$ cat config.mk
export PLATFORM = sky130hd
export DESIGN_NAME = gsc_backoff_rx_ctl
export DESIGN_NICKNAME = d
export VERILOG_FILES = /design/src/rtl/gsc_ctl_pkg.sv /design/src/rtl/gsc_backoff_rx_ctl.sv
export SDC_FILE = /design/constraint.sdc
export NUM_CORES = 1
export LEC_CHECK = 0
export BUFFER_PORTS_ARGS = -buffer_cell sky130_fd_sc_hd__buf_2
export CAP_MARGIN = 20
export CORE_MARGIN = 4
export CORE_UTILIZATION = 53
export CTS_BUF_LIST = sky130_fd_sc_hd__clkbuf_4 sky130_fd_sc_hd__clkbuf_8
export CTS_CLUSTER_SIZE = 30
export DETAILED_ROUTE_END_ITERATION = 8
export GPL_TIMING_DRIVEN = 0
export PLACE_DENSITY = 0.74
export SLEW_MARGIN = 40
export SYNTH_ARGS = -nofsm -noshare
export SYNTH_HDL_FRONTEND = slang
export SYNTH_SLANG_ARGS = --single-unit
$ cat constraint.sdc
create_clock -name pclk -period 4.1 [get_ports pclk]
set_clock_uncertainty 0.05 [all_clocks]
set_input_delay 0.41 -clock pclk [delete_from_list [all_inputs] [get_ports pclk]]
set_output_delay 0.41 -clock pclk [all_outputs]
set_load 0.05 [all_outputs]
$ cat src/rtl/gsc_ctl_pkg.sv
// Constants and types for the serial channel backoff and receive control.
// Assumes register indices are word indices on APB: byte address = 4 * index.
package gsc_ctl_pkg;

  // ==========================================================
  // Register indices
  localparam logic [7:0] IDX_MODE    = 8'h84;
  localparam logic [7:0] IDX_OPTIONS = 8'h87;
  localparam logic [7:0] IDX_IFS     = 8'ha4;
  localparam logic [7:0] IDX_RAND    = 8'he4;
  localparam logic [7:0] IDX_RECEIVER_STATUS   = 8'he8;
  localparam logic [7:0] IDX_FIFO    = 8'hf4;
  localparam logic [7:0] IDX_SLOT    = 8'hf5;

  // ==========================================================
  // Field positions
  localparam int MODE_SDLC     = 0;
  localparam int MODE_BK_LO    = 5;
  localparam int OPT_AUX_RX    = 4;
  localparam int OPT_EXT_RXCLK = 3;
  localparam int OPT_IDLE_FLAG = 2;
  localparam int SLOT_DETERM   = 6;
  localparam int SLOT_JAM_DC   = 7;
  localparam int RS_HW_ACK     = 0;
  localparam int RS_RX_EN      = 1;
  localparam int RS_NOT_EMPTY  = 2;
  localparam int RS_DONE       = 3;
  localparam int RS_CRC        = 4;
  localparam int RS_ALIGN      = 5;
  localparam int RS_ABORT      = 6;
  localparam int RS_OVERRUN    = 7;

  // ==========================================================
  // Values
  localparam logic [1:0] BACKOFF_ALT  = 2'b11;
  localparam logic [7:0] RAND_FROZEN  = 8'hff;
  localparam logic [7:0] RAND_RESET   = 8'h01;
  localparam logic [7:0] REG_RESET    = 8'h00;
  localparam logic [1:0] FIFO_DEPTH   = 2'h3;
  localparam logic [2:0] LAST_BIT     = 3'h7;
  localparam int         PIN_COUNT    = 5;

  typedef enum logic [1:0] {IFS_IDLE, IFS_FIRST, IFS_SECOND} ifs_state_t;

  typedef struct packed {
    logic frame_end;
    logic crc_err;
    logic align_err;
    logic abort;
  } rx_events_t;

endpackage

$ cat src/rtl/gsc_backoff_rx_ctl.sv
// Backoff, interframe spacing and receive control of the serial channel.
// Assumes an APB master, framing logic on pclk and asynchronous line pins.
//
// Summary of operation
// - INTERFRAME_SPACING write value is halved into the upper seven bits.
// - One gap is two full countdowns of the seven-bit spacing value.
// - INTERFRAME_SPACING read shows live count above, LSB 1 first pass, 0 second.
// - Slot field bits 5..0 give slot address and priority, 63 highest.
// - Slot address zero forbids transmit during collision resolution.
// - Slot bit 6 selects deterministic collision resolution.
// - Deterministic mode stops carrier return from restarting the spacing.
// - Slot bit 7 selects DC jam when 1, AC jam when 0.
// - Random backoff value comes from a free running feedback shifter.
// - Writing all ones freezes the shifter; other values restart it.
// - Auxiliary receive enable allows back-to-back SDLC frames only.
// - External receive clock bit selects the external receive clock.
// - Idle flag enable sends idle flags between SDLC frames only.
// - Receive FIFO holds three bytes, oldest first, loaded per byte.
// - Status bit 0 enables hardware acknowledge.
// - Status bit 1 enables reception; setting it flushes the FIFO.
// - Setting receive enable clears done, CRC, alignment, abort flags.
// - Not-empty status follows a FIFO read within twelve cycles.
// - Hardware clears receive enable on error, or at frame end unless SDLC auxiliary receive is on.
// - In CSMA mode the receive pin is watched regardless of enable.
// - Protocol bit 1 selects SDLC, 0 selects CSMA/CD.
// - Alternate backoff waits until the interframe spacing ends.
// - Not-empty is set while data is held, cleared when drained.
`timescale 1ns/1ps

module gsc_backoff_rx_ctl (
  input  wire logic                    pclk,
  input  wire logic                    presetn,
  input  wire logic                    psel,
  input  wire logic                    penable,
  input  wire logic                    pwrite,
  input  wire logic [11:0]             paddr,
  input  wire logic [31:0]             pwdata,
  output logic      [31:0]             prdata,
  output logic                         pready,
  output logic                         pslverr,
  input  wire logic                    tx_bit_clk,
  input  wire logic                    rx_clk_int,
  input  wire logic                    rx_clk_ext,
  input  wire logic                    rx_data_pin,
  input  wire logic                    carrier_pin,
  input  wire logic                    tx_frame_done,
  input  wire gsc_ctl_pkg::rx_events_t rx_events,
  output logic                         ifs_busy,
  output logic                         backoff_permit,
  output logic                         jam_dc,
  output logic                         deterministic_mode,
  output logic      [5:0]              slot_address,
  output logic                         resolution_tx_permit,
  output logic                         sdlc_mode,
  output logic                         idle_flags_on,
  output logic                         aux_rx_on,
  output logic                         hw_ack_on,
  output logic                         collision_watch,
  output logic      [7:0]              random_value
);

  // ==========================================================
  // Pin synchronisers
  logic [4:0] pin_raw;
  logic [4:0] pin_meta;
  logic [4:0] pin_sync;
  logic [4:0] pin_last;

  assign pin_raw = {carrier_pin, rx_data_pin, rx_clk_ext, rx_clk_int, tx_bit_clk};

  // Every pin takes three flops; edges are found from the second and third only
  for (genvar i = 0; i < gsc_ctl_pkg::PIN_COUNT; i++) begin : g_sync
    always_ff @(posedge pclk or negedge presetn) begin
      if (!presetn) begin
        pin_meta[i] <= 1'b0;
        pin_sync[i] <= 1'b0;
        pin_last[i] <= 1'b0;
      end else begin
        pin_meta[i] <= pin_raw[i];
        pin_sync[i] <= pin_meta[i];
        pin_last[i] <= pin_sync[i];
      end
    end
  end

  wire pin_rise_tx  = pin_sync[0] & ~pin_last[0];
  wire pin_rise_ri  = pin_sync[1] & ~pin_last[1];
  wire pin_rise_re  = pin_sync[2] & ~pin_last[2];
  wire rx_line      = pin_sync[3];
  wire rx_line_edge = pin_sync[3] ^ pin_last[3];
  wire carrier_rise = pin_sync[4] & ~pin_last[4];

  // ==========================================================
  // APB decode
  logic [7:0] mode_reg;
  logic [7:0] opt_reg;
  logic [6:0] ifs_reload;
  logic [6:0] ifs_count;
  logic [7:0] rand_reg;
  logic [7:0] slot_reg;
  logic       hw_ack;
  logic       rx_enable;
  logic       flag_done;
  logic       flag_crc;
  logic       flag_align;
  logic       flag_abort;
  logic       flag_overrun;
  logic [1:0] fifo_count;
  logic [1:0] fifo_rd_ptr;
  logic [1:0] fifo_wr_ptr;
  logic [7:0] fifo_mem [0:2];
  gsc_ctl_pkg::ifs_state_t ifs_state;

  wire [7:0] reg_idx    = paddr[9:2];
  wire       aligned    = (paddr[1:0] == 2'h0) && (paddr[11:10] == 2'h0);
  wire       hit_mode   = aligned && (reg_idx == gsc_ctl_pkg::IDX_MODE);
  wire       hit_opt    = aligned && (reg_idx == gsc_ctl_pkg::IDX_OPTIONS);
  wire       hit_ifs    = aligned && (reg_idx == gsc_ctl_pkg::IDX_IFS);
  wire       hit_rand   = aligned && (reg_idx == gsc_ctl_pkg::IDX_RAND);
  wire       hit_receiver_status  = aligned && (reg_idx == gsc_ctl_pkg::IDX_RECEIVER_STATUS);
  wire       hit_fifo   = aligned && (reg_idx == gsc_ctl_pkg::IDX_FIFO);
  wire       hit_slot   = aligned && (reg_idx == gsc_ctl_pkg::IDX_SLOT);
  wire       mapped     = hit_mode | hit_opt | hit_ifs | hit_rand | hit_receiver_status
                          | hit_fifo | hit_slot;
  wire       access     = psel & penable;
  wire       first_acc  = access & ~pready;
  wire       xfer_done  = access & pready;
  wire       wr_xfer    = xfer_done & pwrite;
  wire       rd_xfer    = xfer_done & ~pwrite;
  wire       wr_ifs     = wr_xfer & hit_ifs;
  wire       wr_rand    = wr_xfer & hit_rand;
  wire       wr_receiver_status   = wr_xfer & hit_receiver_status;
  wire       rx_en_set  = wr_receiver_status & pwdata[gsc_ctl_pkg::RS_RX_EN];
  wire       ovr_clear  = wr_receiver_status & ~pwdata[gsc_ctl_pkg::RS_OVERRUN];

  wire       is_sdlc    = mode_reg[gsc_ctl_pkg::MODE_SDLC];
  wire       alt_bk     = mode_reg[gsc_ctl_pkg::MODE_BK_LO +: 2] == gsc_ctl_pkg::BACKOFF_ALT;
  wire       determ     = slot_reg[gsc_ctl_pkg::SLOT_DETERM];
  wire       not_empty  = fifo_count != 2'h0;
  wire       ifs_first  = ifs_state == gsc_ctl_pkg::IFS_FIRST;

  // Spacing read: live count plus pass marker
  wire [7:0] ifs_read   = {ifs_count, ifs_first};
  wire [7:0] receiver_status_read = {flag_overrun, flag_abort, flag_align, flag_crc,
                           flag_done, not_empty, rx_enable, hw_ack};
  wire [7:0] rd_word    = hit_mode  ? mode_reg :
                          hit_opt   ? opt_reg :
                          hit_ifs   ? ifs_read :
                          hit_rand  ? rand_reg :
                          hit_receiver_status ? receiver_status_read :
                          hit_fifo  ? fifo_mem[fifo_rd_ptr] :
                          hit_slot  ? slot_reg : 8'h00;

  // One wait state: data is captured on the same edge that raises pready
  always_ff @(posedge pclk or negedge presetn) begin
    if (!presetn) begin
      pready  <= 1'b0;
      pslverr <= 1'b0;
      prdata  <= 32'h0000_0000;
    end else begin
      pready  <= first_acc;
      pslverr <= first_acc & ~mapped;
      if (first_acc && !pwrite) begin
        prdata <= {24'h00_0000, rd_word};
      end
    end
  end

  // ==========================================================
  // Plain control registers
  always_ff @(posedge pclk or negedge presetn) begin
    if (!presetn) begin
      mode_reg   <= gsc_ctl_pkg::REG_RESET;
      opt_reg    <= gsc_ctl_pkg::REG_RESET;
      slot_reg   <= gsc_ctl_pkg::REG_RESET;
      ifs_reload <= 7'h00;
      hw_ack     <= 1'b0;
    end else if (wr_xfer) begin
      if (hit_mode) begin
        mode_reg <= pwdata[7:0];
      end
      if (hit_opt) begin
        opt_reg <= pwdata[7:0];
      end
      if (hit_slot) begin
        slot_reg <= pwdata[7:0];
      end
      if (hit_ifs) begin
        ifs_reload <= pwdata[7:1];
      end
      if (hit_receiver_status) begin
        hw_ack <= pwdata[gsc_ctl_pkg::RS_HW_ACK];
      end
    end
  end

  // ==========================================================
  // Interframe spacing
  // The counter lives on pclk and steps on synchronised bit clock edges,
  // so a read never sees a half-updated value, only a late one.
  wire ifs_tick    = pin_rise_tx;
  wire ifs_end     = ifs_count[6:1] == 6'h00;
  wire ifs_restart = carrier_rise & ~determ
                     & (ifs_state != gsc_ctl_pkg::IFS_IDLE);
  wire ifs_start   = tx_frame_done | ifs_restart;

  always_ff @(posedge pclk or negedge presetn) begin
    if (!presetn) begin
      ifs_state <= gsc_ctl_pkg::IFS_IDLE;
      ifs_count <= 7'h00;
    end else if (ifs_start) begin
      ifs_state <= gsc_ctl_pkg::IFS_FIRST;
      ifs_count <= ifs_reload;
    end else if (ifs_tick) begin
      unique case (ifs_state)
        gsc_ctl_pkg::IFS_IDLE: begin
          ifs_count <= ifs_count;
        end
        gsc_ctl_pkg::IFS_FIRST: begin
          // Second pass reloads the same value
          ifs_state <= ifs_end ? gsc_ctl_pkg::IFS_SECOND : ifs_state;
          ifs_count <= ifs_end ? ifs_reload : ifs_count - 7'h01;
        end
        gsc_ctl_pkg::IFS_SECOND: begin
          ifs_state <= ifs_end ? gsc_ctl_pkg::IFS_IDLE : ifs_state;
          ifs_count <= ifs_end ? 7'h00 : ifs_count - 7'h01;
        end
      endcase
    end
  end

  // ==========================================================
  // Random backoff source
  // XNOR feedback locks only at all ones, so freeze needs no extra flag
  wire       rand_fb   = ~(rand_reg[7] ^ rand_reg[5] ^ rand_reg[4] ^ rand_reg[3]);
  wire       rand_hold = rand_reg == gsc_ctl_pkg::RAND_FROZEN;

  always_ff @(posedge pclk or negedge presetn) begin
    if (!presetn) begin
      rand_reg <= gsc_ctl_pkg::RAND_RESET;
    end else if (wr_rand) begin
      rand_reg <= pwdata[7:0];
    end else if (!rand_hold) begin
      rand_reg <= {rand_reg[6:0], rand_fb};
    end
  end

  // ==========================================================
  // Receive byte assembly
  logic [7:0] rx_shift;
  logic [2:0] rx_bits;

  wire rx_edge    = opt_reg[gsc_ctl_pkg::OPT_EXT_RXCLK] ? pin_rise_re
                                                        : pin_rise_ri;
  wire rx_sample  = rx_edge & rx_enable;
  wire byte_ready = rx_sample & (rx_bits == gsc_ctl_pkg::LAST_BIT);
  wire fifo_full  = fifo_count == gsc_ctl_pkg::FIFO_DEPTH;
  wire fifo_push  = byte_ready & ~fifo_full & ~rx_en_set;
  wire ovr_event  = byte_ready & fifo_full;
  wire fifo_pop   = rd_xfer & hit_fifo & not_empty & ~rx_en_set;

  always_ff @(posedge pclk or negedge presetn) begin
    if (!presetn) begin
      rx_shift <= 8'h00;
      rx_bits  <= 3'h0;
    end else if (!rx_enable) begin
      rx_bits <= 3'h0;
    end else if (rx_sample) begin
      rx_shift <= {rx_line, rx_shift[7:1]};
      rx_bits  <= rx_bits + 3'h1;
    end
  end

  // ==========================================================
  // Receive FIFO, three entries, oldest at the read port
  function automatic logic [1:0] ptr_inc(input logic [1:0] p);
    ptr_inc = (p == 2'h2) ? 2'h0 : p + 2'h1;
  endfunction

  always_ff @(posedge pclk) begin
    if (fifo_push) begin
      fifo_mem[fifo_wr_ptr] <= {rx_line, rx_shift[7:1]};
    end
  end

  always_ff @(posedge pclk or negedge presetn) begin
    if (!presetn) begin
      fifo_count  <= 2'h0;
      fifo_rd_ptr <= 2'h0;
      fifo_wr_ptr <= 2'h0;
    end else if (rx_en_set) begin
      fifo_count  <= 2'h0;
      fifo_rd_ptr <= 2'h0;
      fifo_wr_ptr <= 2'h0;
    end else begin
      if (fifo_push) begin
        fifo_wr_ptr <= ptr_inc(fifo_wr_ptr);
      end
      if (fifo_pop) begin
        fifo_rd_ptr <= ptr_inc(fifo_rd_ptr);
      end
      // Count updates the very next cycle, well inside the limit
      fifo_count <= fifo_count + {1'b0, fifo_push} - {1'b0, fifo_pop};
    end
  end

  // ==========================================================
  // Receive status and enable
  wire any_err  = rx_events.crc_err | rx_events.align_err | rx_events.abort | ovr_event;
  wire done_evt = rx_events.frame_end & ~any_err;
  // In SDLC with auxiliary receive the enable survives a clean frame end
  wire keep_on  = is_sdlc & opt_reg[gsc_ctl_pkg::OPT_AUX_RX];
  wire hw_stop  = (rx_events.frame_end & ~keep_on) | any_err;

  always_ff @(posedge pclk or negedge presetn) begin
    if (!presetn) begin
      rx_enable <= 1'b0;
    end else if (wr_receiver_status) begin
      // A software write wins over a hardware stop in the same cycle
      rx_enable <= pwdata[gsc_ctl_pkg::RS_RX_EN];
    end else if (hw_stop) begin
      rx_enable <= 1'b0;
    end
  end

  // Hardware sets win over clears in the same cycle
  always_ff @(posedge pclk or negedge presetn) begin
    if (!presetn) begin
      flag_done    <= 1'b0;
      flag_crc     <= 1'b0;
      flag_align   <= 1'b0;
      flag_abort   <= 1'b0;
      flag_overrun <= 1'b0;
    end else begin
      flag_done    <= done_evt | (flag_done & ~rx_en_set);
      flag_crc     <= rx_events.crc_err | (flag_crc & ~rx_en_set);
      flag_align   <= rx_events.align_err | (flag_align & ~rx_en_set);
      flag_abort   <= rx_events.abort | (flag_abort & ~rx_en_set);
      flag_overrun <= ovr_event | (flag_overrun & ~ovr_clear);
    end
  end

  // ==========================================================
  // Registered control outputs
  always_ff @(posedge pclk or negedge presetn) begin
    if (!presetn) begin
      ifs_busy             <= 1'b0;
      backoff_permit       <= 1'b1;
      jam_dc               <= 1'b0;
      deterministic_mode   <= 1'b0;
      slot_address         <= 6'h00;
      resolution_tx_permit <= 1'b0;
      sdlc_mode            <= 1'b0;
      idle_flags_on        <= 1'b0;
      aux_rx_on            <= 1'b0;
      hw_ack_on            <= 1'b0;
      collision_watch      <= 1'b0;
      random_value         <= gsc_ctl_pkg::RAND_RESET;
    end else begin
      ifs_busy             <= ifs_state != gsc_ctl_pkg::IFS_IDLE;
      backoff_permit       <= ~alt_bk | (ifs_state == gsc_ctl_pkg::IFS_IDLE);
      jam_dc               <= slot_reg[gsc_ctl_pkg::SLOT_JAM_DC];
      deterministic_mode   <= determ;
      slot_address         <= slot_reg[5:0];
      resolution_tx_permit <= slot_reg[5:0] != 6'h00;
      sdlc_mode            <= is_sdlc;
      idle_flags_on        <= is_sdlc & opt_reg[gsc_ctl_pkg::OPT_IDLE_FLAG];
      aux_rx_on            <= keep_on;
      hw_ack_on            <= hw_ack;
      collision_watch      <= ~is_sdlc & rx_line_edge;
      random_value         <= rand_reg;
    end
  end
endmodule

# --- Yosys cells after proc, flatten, opt, wreduce, memory -nomap -nowiden ---
# Memories as Yosys holds them, arrays and structs flattened.
# Index checks and enable logic that the tools add are counted.
word_totals:
  register_bits: 121
  ram_bits: 24
  input_bits: 59
  out_inout_bits: 58
  wordCells: 211
  mem_count: 1
memory_table:
  columns: ["name", "words", "word_bits", "read_ports", "rd_clocked_by_memory_dff", "wr", "line_no", "rtl"]
  rows:
  - ["fifo_mem", 3, 8, 1, 0, 1, "gsc_backoff_rx_ctl.sv:111", "logic [7:0] fifo_mem [0:2];"]
op_classes:
  addsub: 6
  eq_ne: 20
  mux: 33
  bitwise_logic: 72
  n_reduce_logical: 30
ops:
  columns: ["op", "count"]
  rows:
  - ["2-to-1 mux 8 bit", 9]
  - ["equality test 8 bit, second input constant", 8]
  - ["bitwise AND 1 bit", 34]
  - ["2-to-1 mux 7 bit", 4]
  - ["2-to-1 mux 2 bit", 11]
  - ["inverter 1 bit", 17]
  - ["OR 1 bit", 17]
  - ["one-hot mux 7 bit (2 select lines)", 1]
  - ["AND reduction 2 bit", 7]
  - ["nonzero test 2 bit", 6]
  - ["equality test 2 bit, second input constant", 5]
  - ["logical AND 1 bit", 9]
  - ["subtractor 7 x 1 -> 7 bit, second input constant", 1]
  - ["zero test 2 bit", 3]
  - ["zero test 6 bit", 1]
  - ["2-to-1 mux 3 bit", 2]
  - ["nonzero test 6 bit", 1]
  - ["2-to-1 mux 1 bit", 5]
  - ["adder 2 x 1 -> 2 bit, second input constant", 2]
  - ["inequality test 2 bit, second input constant", 2]
  - ["one-hot mux 2 bit (2 select lines)", 1]
  - ["AND reduction 4 bit", 1]
  - ["XOR 1 bit", 4]
  - ["adder 3 x 1 -> 3 bit, second input constant", 1]
  - ["other kinds (9)", 9]

# --- Logic depth before layout (Yosys ltp) ---
# Gate-level depths: netlist of run 1.
depth:
  depth_word: 11
  mapped_depth: 11
  depth_no_buf: 10

# --- Least setup slack after synthesis of run 1 ---
# No wires, ideal clock.
synth_path:
  kind: "flip-flop to flip-flop"
  from: "register opt_reg[3]"
  to: "memory fifo_mem[2][0], enable pin"
  setup_time_ns: 0.385
  t_arrival_ns: 2.124
  t_required_ns: 3.665
  setup_slack_ns: 1.541
  path_stages_with_launch: 7
  path_buffers: 1
  period_less_slack_ns: 2.559
  path_cell_list: "dfrtp_1 > nor3b_1 > o21a_1 > clkbuf_1 > nand3_1 > nand2b_1 > nor3b_1"
synth_between:
  elab_chain_cells: 7
synth_rtl:
  columns: ["item", "line_no", "rtl"]
  rows:
  - ["start: declaration", "gsc_backoff_rx_ctl.sv:96", "logic [7:0] opt_reg;"]
  - ["start signal: assignment", "gsc_backoff_rx_ctl.sv:174", "opt_reg <= gsc_ctl_pkg::REG_RESET;"]
  - ["start signal: assignment", "gsc_backoff_rx_ctl.sv:183", "opt_reg <= pwdata[7:0];"]
  - ["2-to-1 mux 1 bit", "gsc_backoff_rx_ctl.sv:253", "wire rx_edge = opt_reg[gsc_ctl_pkg::OPT_EXT_RXCLK] ? pin_rise_re"]
  - ["bitwise AND 1 bit", "gsc_backoff_rx_ctl.sv:255", "wire rx_sample = rx_edge & rx_enable;"]
  - ["bitwise AND 1 bit", "gsc_backoff_rx_ctl.sv:256", "wire byte_ready = rx_sample & (rx_bits == gsc_ctl_pkg::LAST_BIT);"]
  - ["bitwise AND 1 bit (2 in a row)", "gsc_backoff_rx_ctl.sv:258", "wire fifo_push = byte_ready & ~fifo_full & ~rx_en_set;"]
  - ["2-to-1 mux 1 bit", "gsc_backoff_rx_ctl.sv:281", "if (fifo_push) begin"]
  - ["2-to-1 mux 1 bit (not written as such)", "gsc_backoff_rx_ctl.sv:282", "fifo_mem[fifo_wr_ptr] <= {rx_line, rx_shift[7:1]};"]
  - ["end: declaration", "gsc_backoff_rx_ctl.sv:111", null]
# No other way between the ends.

# --- Worst setup path in the final report of run 1 ---
layout_path:
  from: "register pready"
  to: "register fifo_count[1]"
layout_between:
  elab_chain_cells: 9
  elab_cells_between_ends: 13
  cone_classes: "2 x add/sub; 1 x mux; 10 x bitwise"
layout_rtl:
  columns: ["item", "line_no", "rtl"]
  rows:
  - ["start: declaration", "gsc_backoff_rx_ctl.sv:39", "output logic pready,"]
  - ["start signal: assignment", "gsc_backoff_rx_ctl.sv:161", "pready <= first_acc;"]
  - ["bitwise AND 1 bit (*)", "gsc_backoff_rx_ctl.sv:127", "wire xfer_done = access & pready;"]
  - ["bitwise AND 1 bit", "gsc_backoff_rx_ctl.sv:128", "wire wr_xfer = xfer_done & pwrite;"]
  - ["bitwise AND 1 bit", "gsc_backoff_rx_ctl.sv:132", "wire wr_receiver_status = wr_xfer & hit_receiver_status;"]
  - ["bitwise AND 1 bit", "gsc_backoff_rx_ctl.sv:133", "wire rx_en_set = wr_receiver_status & pwdata[gsc_ctl_pkg::RS_RX_EN];"]
  - ["inverter 1 bit", "gsc_backoff_rx_ctl.sv:258, gsc_backoff_rx_ctl.sv:260", null]
  - ["bitwise AND 1 bit", "gsc_backoff_rx_ctl.sv:258", null]
  - ["adder 2 x 1 -> 2 bit", "gsc_backoff_rx_ctl.sv:303", "fifo_count <= fifo_count + {1'b0, fifo_push} - {1'b0, fifo_pop};"]
  - ["subtractor 2 x 1 -> 2 bit", "gsc_backoff_rx_ctl.sv:303", null]
  - ["2-to-1 mux 2 bit (*)", "gsc_backoff_rx_ctl.sv:291", "end else if (rx_en_set) begin"]
  - ["end signal: assignment", "gsc_backoff_rx_ctl.sv:303", null]
  - ["end: declaration", "gsc_backoff_rx_ctl.sv:108", "logic [1:0] fifo_count;"]
# Every way passes the cells marked *; elsewhere a longest branch is shown, timed or not.
# A chain may end at the register's enable or synchronous reset.

==> results of run 1 <==
## kinds of logic after synthesis
logic type / Yosys count
AO/OA/AOI/OAI: 111
XOR/XNOR: 7
adder cells (fa/ha/maj): 5
buffers and inverters: 53
flip-flops: 144
multiplexers: 57
other: 1
AND/OR/NAND/NOR: 171
## how the worst max path moves through the flow
stage                           endpoint  cells past startpoint  slack (ps)        from
after detailed placement   fifo_count[1]                     11         860    paddr[1]
final                      fifo_count[1]                     10        1230      pready
after CTS                 fifo_mem[1][3]                      6        1220  opt_reg[3]
after global routing       fifo_count[1]                     11         980  opt_reg[3]
after floorplan           fifo_mem[2][0]                      6        1540  opt_reg[3]
after global placement    fifo_mem[2][2]                      6         860  opt_reg[3]
## layout make-up
class	count	share of cell area, %
Multi-Input combinational cell	375	33.13
Inverter	9	0.4515
Tap cell	143	2.391
Timing Repair Buffer	74	5.786
Clock buffer	25	4.097
Clock inverter	7	0.8361
Sequential cell	144	49.82
Buffer	44	3.495
## worst reg2reg max path, delay by kind of cell (launching register included)
kind / cells / cell delay [ps]
xor+xnor: 2 / 340
fa+ha+maj: 2 / 440
buf+inv: 1 / 60
flops: 1 / 410
simple gates: 5 / 1440
## stage by stage
| step | utilization [%] | std cells | power, mW |
|---|---|---|---|
| 2_1_floorplan | - | 572 | 2.182 |
| 3_3_place_gp | 60.30 | 782 | 2.359 |
| 3_5_place_dp | 60.71 | 783 | 2.381 |
| 4_1_cts | 64.40 | 821 | 3.419 |
| 5_1_grt | 64.43 | 821 | 3.546 |
| 6_report | 64.43 | 821 | 3.392 |
## placed cells by master, fill, tap and decap left out, types with 5 or more instances in the layout
cell,count
mux2_2,47
and3_1,5
o21ai_0,32
buf_2,68
clkinv_2,5
nor2b_1,6
nor2_1,31
nand4_1,5
nand3_1,11
dlygate4sd3_1,6
mux2i_1,10
buf_4,25
edfxtp_1,24
ha_1,5
dfrtp_1,117
and2_1,5
nand2b_1,7
a21oi_1,24
or3_1,6
clkbuf_4,6
conb_1,24
nor3_1,12
o2bb2ai_1,6
nand2_1,56
clkbuf_1,17
a21o_1,13
clkbuf_8,19
inv_1,9
## metal layers
layer  up-vias  routed length, µm  track usage [%]  part of all wire [%]
met5         -                  0                0                     0
met4         0                303            7.839                   2.0
met3        25                979            5.766                   6.6
met2       175               6868            35.14                    46
met1      2271               6779            30.62                    45
li1       2160                  -                -                     -
## power by group
| group | leakage [nW] | total (mW) | internal (mW) | switching [mW] |
|---|---|---|---|---|
| clock | 0.198 | 1.03 | 0.546 | 0.484 |
| combinational | 1.51 | 0.698 | 0.217 | 0.480 |
| sequential | 1.76 | 1.66 | 1.58 | 0.0868 |
==> metrics.md, run 1 <==
| Metric | Value |
|---|---|
| Worst-Margin Slew | 757.9 ps |
| Cell with the most instances after synthesis | dfrtp_1 |
| Seq/Total Area, Yosys | 58.22% |
| Sequential cell area | between 0.003 and 0.004 mm² |
| CP arrival | 3140 ps |
| Htree depth | 4 |
| Root Buffer | clkbuf_8 |
| Largest delay share family, worst path | simple AND/OR/NAND/NOR gates |
| Worst path bufs/invs | 1 |
| Critical Path RT | 4370 ps |
| Max reg flops | 24 |
| Synth Warn # | 0 |
| Post-synthesis mux area share | 9.830% |
| Fin. Hold Viols | 0 |
| Final-report setup violation count | 0 |
| Drt wl/cell | 18.19 µm |
| Antenna viol nets, final | 0 |
| Ant diodes | 0 |
| Die height | between 100 and 150 µm |
| DR iter-0 viols | 335 |
| Post-synth EDFFs | 24 |
| FFs w/ async S/R, synth | between 80% and 90% |
| Clk Latency, worst-skew pair | about 450 ps |
| Row Count | 39 |
| Detailed-route via count | 4631 |
| Min Tclk post-route | 2865 ps |
| Cell Pwr Density | 453.4 mW/mm² |
| Final WL | roughly 15000 µm |
| Total CTS buffers | 17 |
| First-pass GRT wire length | 24160 µm |
| DP HPWL | 10950 µm |
| Compound-Gate Fraction of Synth Area | 11.39% |
| HP Start | rx_events[0] |
| Worst vdd ir | 0.2353 mV |
| Layout cells sized above 1 | 28.47% |
| 1st-pass router iterations | 5 |
| Largest register by flop count | fifo_mem |
| Final setup TNS | 0 ps |
| Predominant post-synthesis flop cell | dfrtp_1 |
| Synth area leader | dfrtp_1 |
| Post-placement setup slack | 863.0 ps |
| Main combinational cell family by area after synthesis | simple AND/OR/NAND/NOR gates |
| Multi-input logic area | 0.002479 mm² |
| Setup slack, reg-to-reg | 1230 ps |
| Die area | between 0.01 and 0.015 mm² |
| CP endpoint kind | register |
| Area growth, synth to finish | 16.87% |
| Drt drc | 0 |
| MaxCap Viol Count | 0 |
| WHS Path Cells | 2 |
| Area contributors post-synth | dfrtp_1 (46%), edfxtp_1 (11%), mux2_2 (8.3%), nand2_1 (3.3%), buf_4 (2.9%) |
| Final Max Slew Viols | 0 |
| Hold_ws | 130.4 ps |
| Initial Util | between 50% and 60% |
| Fin crit share | 69.89% |
| Synth Area in Simple Gates | between 10% and 20% |
| Final nets | 729 |
| CP startpoint kind | register |
| Setup bufs post-CTS | 0 |
| Mapped Avg Cell Area | between 10 and 15 µm² |
| Adder-cell area share of the yosys netlist | 0.9771% |
| Worst hold path class | in -> reg |
| Worst reg2reg startpoint | pready |
| Max incr delay on CP | approximately 460 ps |
| Gr usage total | 22.46% |
| Top cells by count, synth | dfrtp_1 (117), nand2_1 (56), mux2_2 (47) |
| Clk slew on worst S/H paths | 70 ps |
| Hold Buf Count CTS | 6 |
| Via density | 5.641 |
| Yosys cell types | 62 |
| RSZ-0062 raised after global routing | no |
| Flops & latches, synth | 144 |
| CTS resizes | 0 |
| Synthesized instance count | 549 |
| IO Pins | 117 |
| Die width | 117.9 µm |
| Cells on worst reg2reg path | 10 |
| CP Max Fanout | 9 |
| Clk buf depth | 2 |
| Grt ovf | 0 |
| Relative slew slack | 49.01% |
| Leakage | roughly 3.5 nW |
| Synthesized area | 0.006402 mm² |
| Top-area cell type share of the netlist area | approximately 46% |
| Reg2Reg Capture Point | fifo_count[1] |
| Clock Sinks | 144 |
| Status | finished clean |
| Placed inst area | around 0.0071 mm² |
| Crit Path Class | reg -> reg |
| Post-Synth XOR/XNOR Area | 0.9576% |
| Port bufs | 67 |
| Hold endpoint | flag_abort |
| Routability Congestion | about 0.93 |
| Crit path cell chain | nand3_1, nor2_1, nand4_1, nand2b_1, ha_1, inv_1, ha_1, xor2_1, xnor2_1, nor2_1 |
| Slowest stage cell, crit path | nand4_1 |
| CTS tree | built |
| Final instance area | ~0.0075 mm² |
| Worst setup margin | 1235 ps |
| Max Fclk | 349.0 MHz |
| Initial antenna violation count | 0 |
| Largest net degree at the start of global routing | 64 |
| Vias in the first global route | around 4600 |
| Fillers | 933 |
| Core area | 0.01161 mm² |
No activity file was read; power rests on OpenSTA's default activity.
==> inputs of run 2 (changes only) <==
clock period = 2.75 ns   (was 4.1 ns; I/O delays follow)
==> run 2 against run 1 <==
- non-clock buffer count is 3 higher
- clock power is 50% higher
- die area stayed put
- total power is 49% higher
- critical path depth stayed put
- sequential power is 49% higher
- clock-buffer cell count stayed put
- combinational power is 49% higher
- cell count is 0.37% higher
- flip-flop and latch count stayed put
- wire length is 0.36% higher
==> metrics.md, run 2 (synthesized netlist as in run 1, its figures left out) <==
| Metric | Value |
|---|---|
| CP Max Fanout | 6 (was 9) |
| Crit Path Class | reg -> reg (unchanged) |
| Final Core Density | 64.77% (was 64.43%) |
| Row Count | 39 (unchanged) |
| MaxCap Viol Count | 0 (unchanged) |
| Gr usage total | 22.59% (was 22.46%) |
| CP startpoint kind | register (unchanged) |
| Worst path bufs/invs | 1 (unchanged) |
| Critical Path RT | 3020 ps (was 4370 ps) |
| DP HPWL | 10950 µm (unchanged) |
| CP endpoint kind | register (unchanged) |
| Die width | 117.9 µm (unchanged) |
| Total CTS buffers | 17 (unchanged) |
| Status | finished clean (unchanged) |
| Antenna viol nets, final | 0 (unchanged) |
| Final WL | 14980 µm (was 14930 µm) |
| Largest net degree at the start of global routing | 64 (unchanged) |
| Largest register by flop count | fifo_mem (unchanged) |
| Vias in the first global route | 4655 (was 4626) |
| Fin. Hold Viols | 0 (unchanged) |
| Htree depth | 4 (unchanged) |
| Via density | 5.631 (was 5.641) |
| First-pass GRT wire length | 24320 µm (was 24160 µm) |
| Core area | 0.01161 mm² (unchanged) |
| Cell Pwr Density | 673.7 mW/mm² (was 453.4 mW/mm²) |
| Grt ovf | 0 (unchanged) |
| Metal3 WL | 999 µm (was 979 µm) |
| Commonest non-fill, non-tap cell in the layout | dfrtp_1 (unchanged) |
| Wire length on met2 | 6879 µm (was 6868 µm) |
| Ant diodes | 0 (unchanged) |
| Worst vdd ir | 0.3558 mV (was 0.2353 mV) |
| Routability Congestion | 0.9288 (unchanged) |
| Relative slew slack | 50.81% (was 49.01%) |
| Port bufs | 67 (unchanged) |
| RSZ-0062 raised after global routing | no (unchanged) |
| Final-report setup violation count | 0 (unchanged) |
| Layout cells sized above 1 | 28.78% (was 28.47%) |
| Final nets | 732 (was 729) |
| Worst hold path class | in -> reg (unchanged) |
| Metal1 wirelength | 6810 µm (was 6779 µm) |
| Drt drc | 0 (unchanged) |
| Die height | 117.9 µm (unchanged) |
| 1st-pass router iterations | 5 (unchanged) |
| Leakage | 3.486 nW (was 3.467 nW) |
| Max reg flops | 24 (unchanged) |
| Worst-Margin Slew | 731.1 ps (was 757.9 ps) |
| Area growth, synth to finish | 17.49% (was 16.87%) |
| Clk Latency, worst-skew pair | 450 ps (about the same) |
| CP arrival | 2780 ps (was 3140 ps) |
| DR iter-0 viols | 331 (was 335) |
| Max incr delay on CP | 410 ps (was 460 ps) |
| Min Tclk post-route | 2509 ps (was 2865 ps) |
| Hold_ws | 28.00 ps (was 130.4 ps) |
| Detailed-route via count | 4640 (was 4631) |
| Drt wl/cell | 18.18 µm (was 18.19 µm) |
| Initial antenna violation count | 0 (unchanged) |
| Max Fclk | 398.5 MHz (was 349.0 MHz) |
| Slowest stage cell, crit path | dfrtp_1 (was nand4_1) |
| CTS tree | built (unchanged) |
| Final Max Slew Viols | 0 (unchanged) |
| Fin crit share | 91.25% (was 69.89%) |
| IO Pins | 117 (unchanged) |
| Clk buf depth | 2 (unchanged) |
| Initial Util | 55.13% (unchanged) |
| Crit path cell chain | nand3_1, nor2_1, nand4_1, nand2b_1, ha_1, inv_1, ha_1, xor2_1, xnor2_1, nor2_1 (unchanged) |
| Largest delay share family, worst path | simple AND/OR/NAND/NOR gates (unchanged) |
| Root Buffer | clkbuf_8 (unchanged) |
| Commonest cells after routing, fill and taps aside | dfrtp_1 (117), buf_2 (68), nand2_1 (56) (unchanged) |
| Clk slew on worst S/H paths | 70 ps (about the same) |
| Die area | 0.01390 mm² (unchanged) |
| DR top layer | met4 (unchanged) |
| Clock Sinks | 144 (unchanged) |
[run 2: cell count changes in the layout (fill, tap and decap cells not counted)]
| cell | change |
|---|---|
| dlygate4sd3_1 | +3 |
| nor3b_2 | +1 |
| clkbuf_1 | -1 |
| nor3b_1 | -1 |
| o21a_2 | +1 |
| o21a_1 | -1 |
| buf_4 | +1 |
[run 2: worst paths after layout]
path | endpoint | slack [ps] | start | depth (start not counted)
max | fifo_count[1] | 240 | pready | 10
min | ifs_state[0] | 30 | tx_frame_done | 3
max reg2reg | fifo_count[1] | 240 | pready | 10
min reg2reg | rx_line | 300 | pin_meta[3] | 0
max in group asynchronous | random_value[0] | 1670 | presetn | 3
min in group asynchronous | rx_bits[0] | 280 | presetn | 2
[run 2: cell type report]
type / count / area [µm²]
sequential: 144 / 3727
buffer: 43 / 257.7
inverter: 9 / 33.78
clock buffer: 25 / 306.5
clock inverter: 7 / 62.56
tap: 143 / 178.9
timing repair buffer: 78 / 470.5
multi-input combinational: 375 / 2485
fill: 927 / 4091
[run 2: routing by layer]
layer | up-vias | GRT usage (%)
li1 | 2166 | -
met1 | 2283 | 30.84
met2 | 169 | 35.32
met3 | 22 | 5.766
met4 | 0 | 7.839
met5 | - | 0
[run 2: stage by stage]
step	setup slack, ps	std cells	power, mW	setup TNS (ps)	cell area (µm²)
6_report	240.6	824	5.068	0	7522
5_1_grt	20.06	824	5.291	0	7522
4_1_cts	31.99	824	5.100	0	7516
3_5_place_dp	-352.0	783	3.550	-1546	7051
3_3_place_gp	-493.0	782	3.517	-13180	7003
2_1_floorplan	191.0	572	3.252	0	6489
[run 2: timing repair]
action / in CTS / in global routing
hold buffers: 9 / 0
hold endpoints to repair: 64 / 0
resized for setup: 1 / 2
buffers inserted: 1 / 0
pin swaps: 1 / 0
endpoints found under the setup margin: 17 / 17
[run 2: where the power goes]
part | leakage [nW] | switching [mW] | internal [mW]
registers | 1.76 | 0.129 | 2.35
clock network | 0.198 | 0.729 | 0.814
logic | 1.53 | 0.717 | 0.327
total | 3.49 | 1.58 | 3.49
[run 2: worst register-to-register path: stages, from the launching register on]
cell	delay (ps)
dfrtp_1	410
nand3_1	150
nor2_1	400
nand4_1	240
nand2b_1	240
ha_1	270
inv_1	60
ha_1	150
xor2_1	190
xnor2_1	150
nor2_1	60
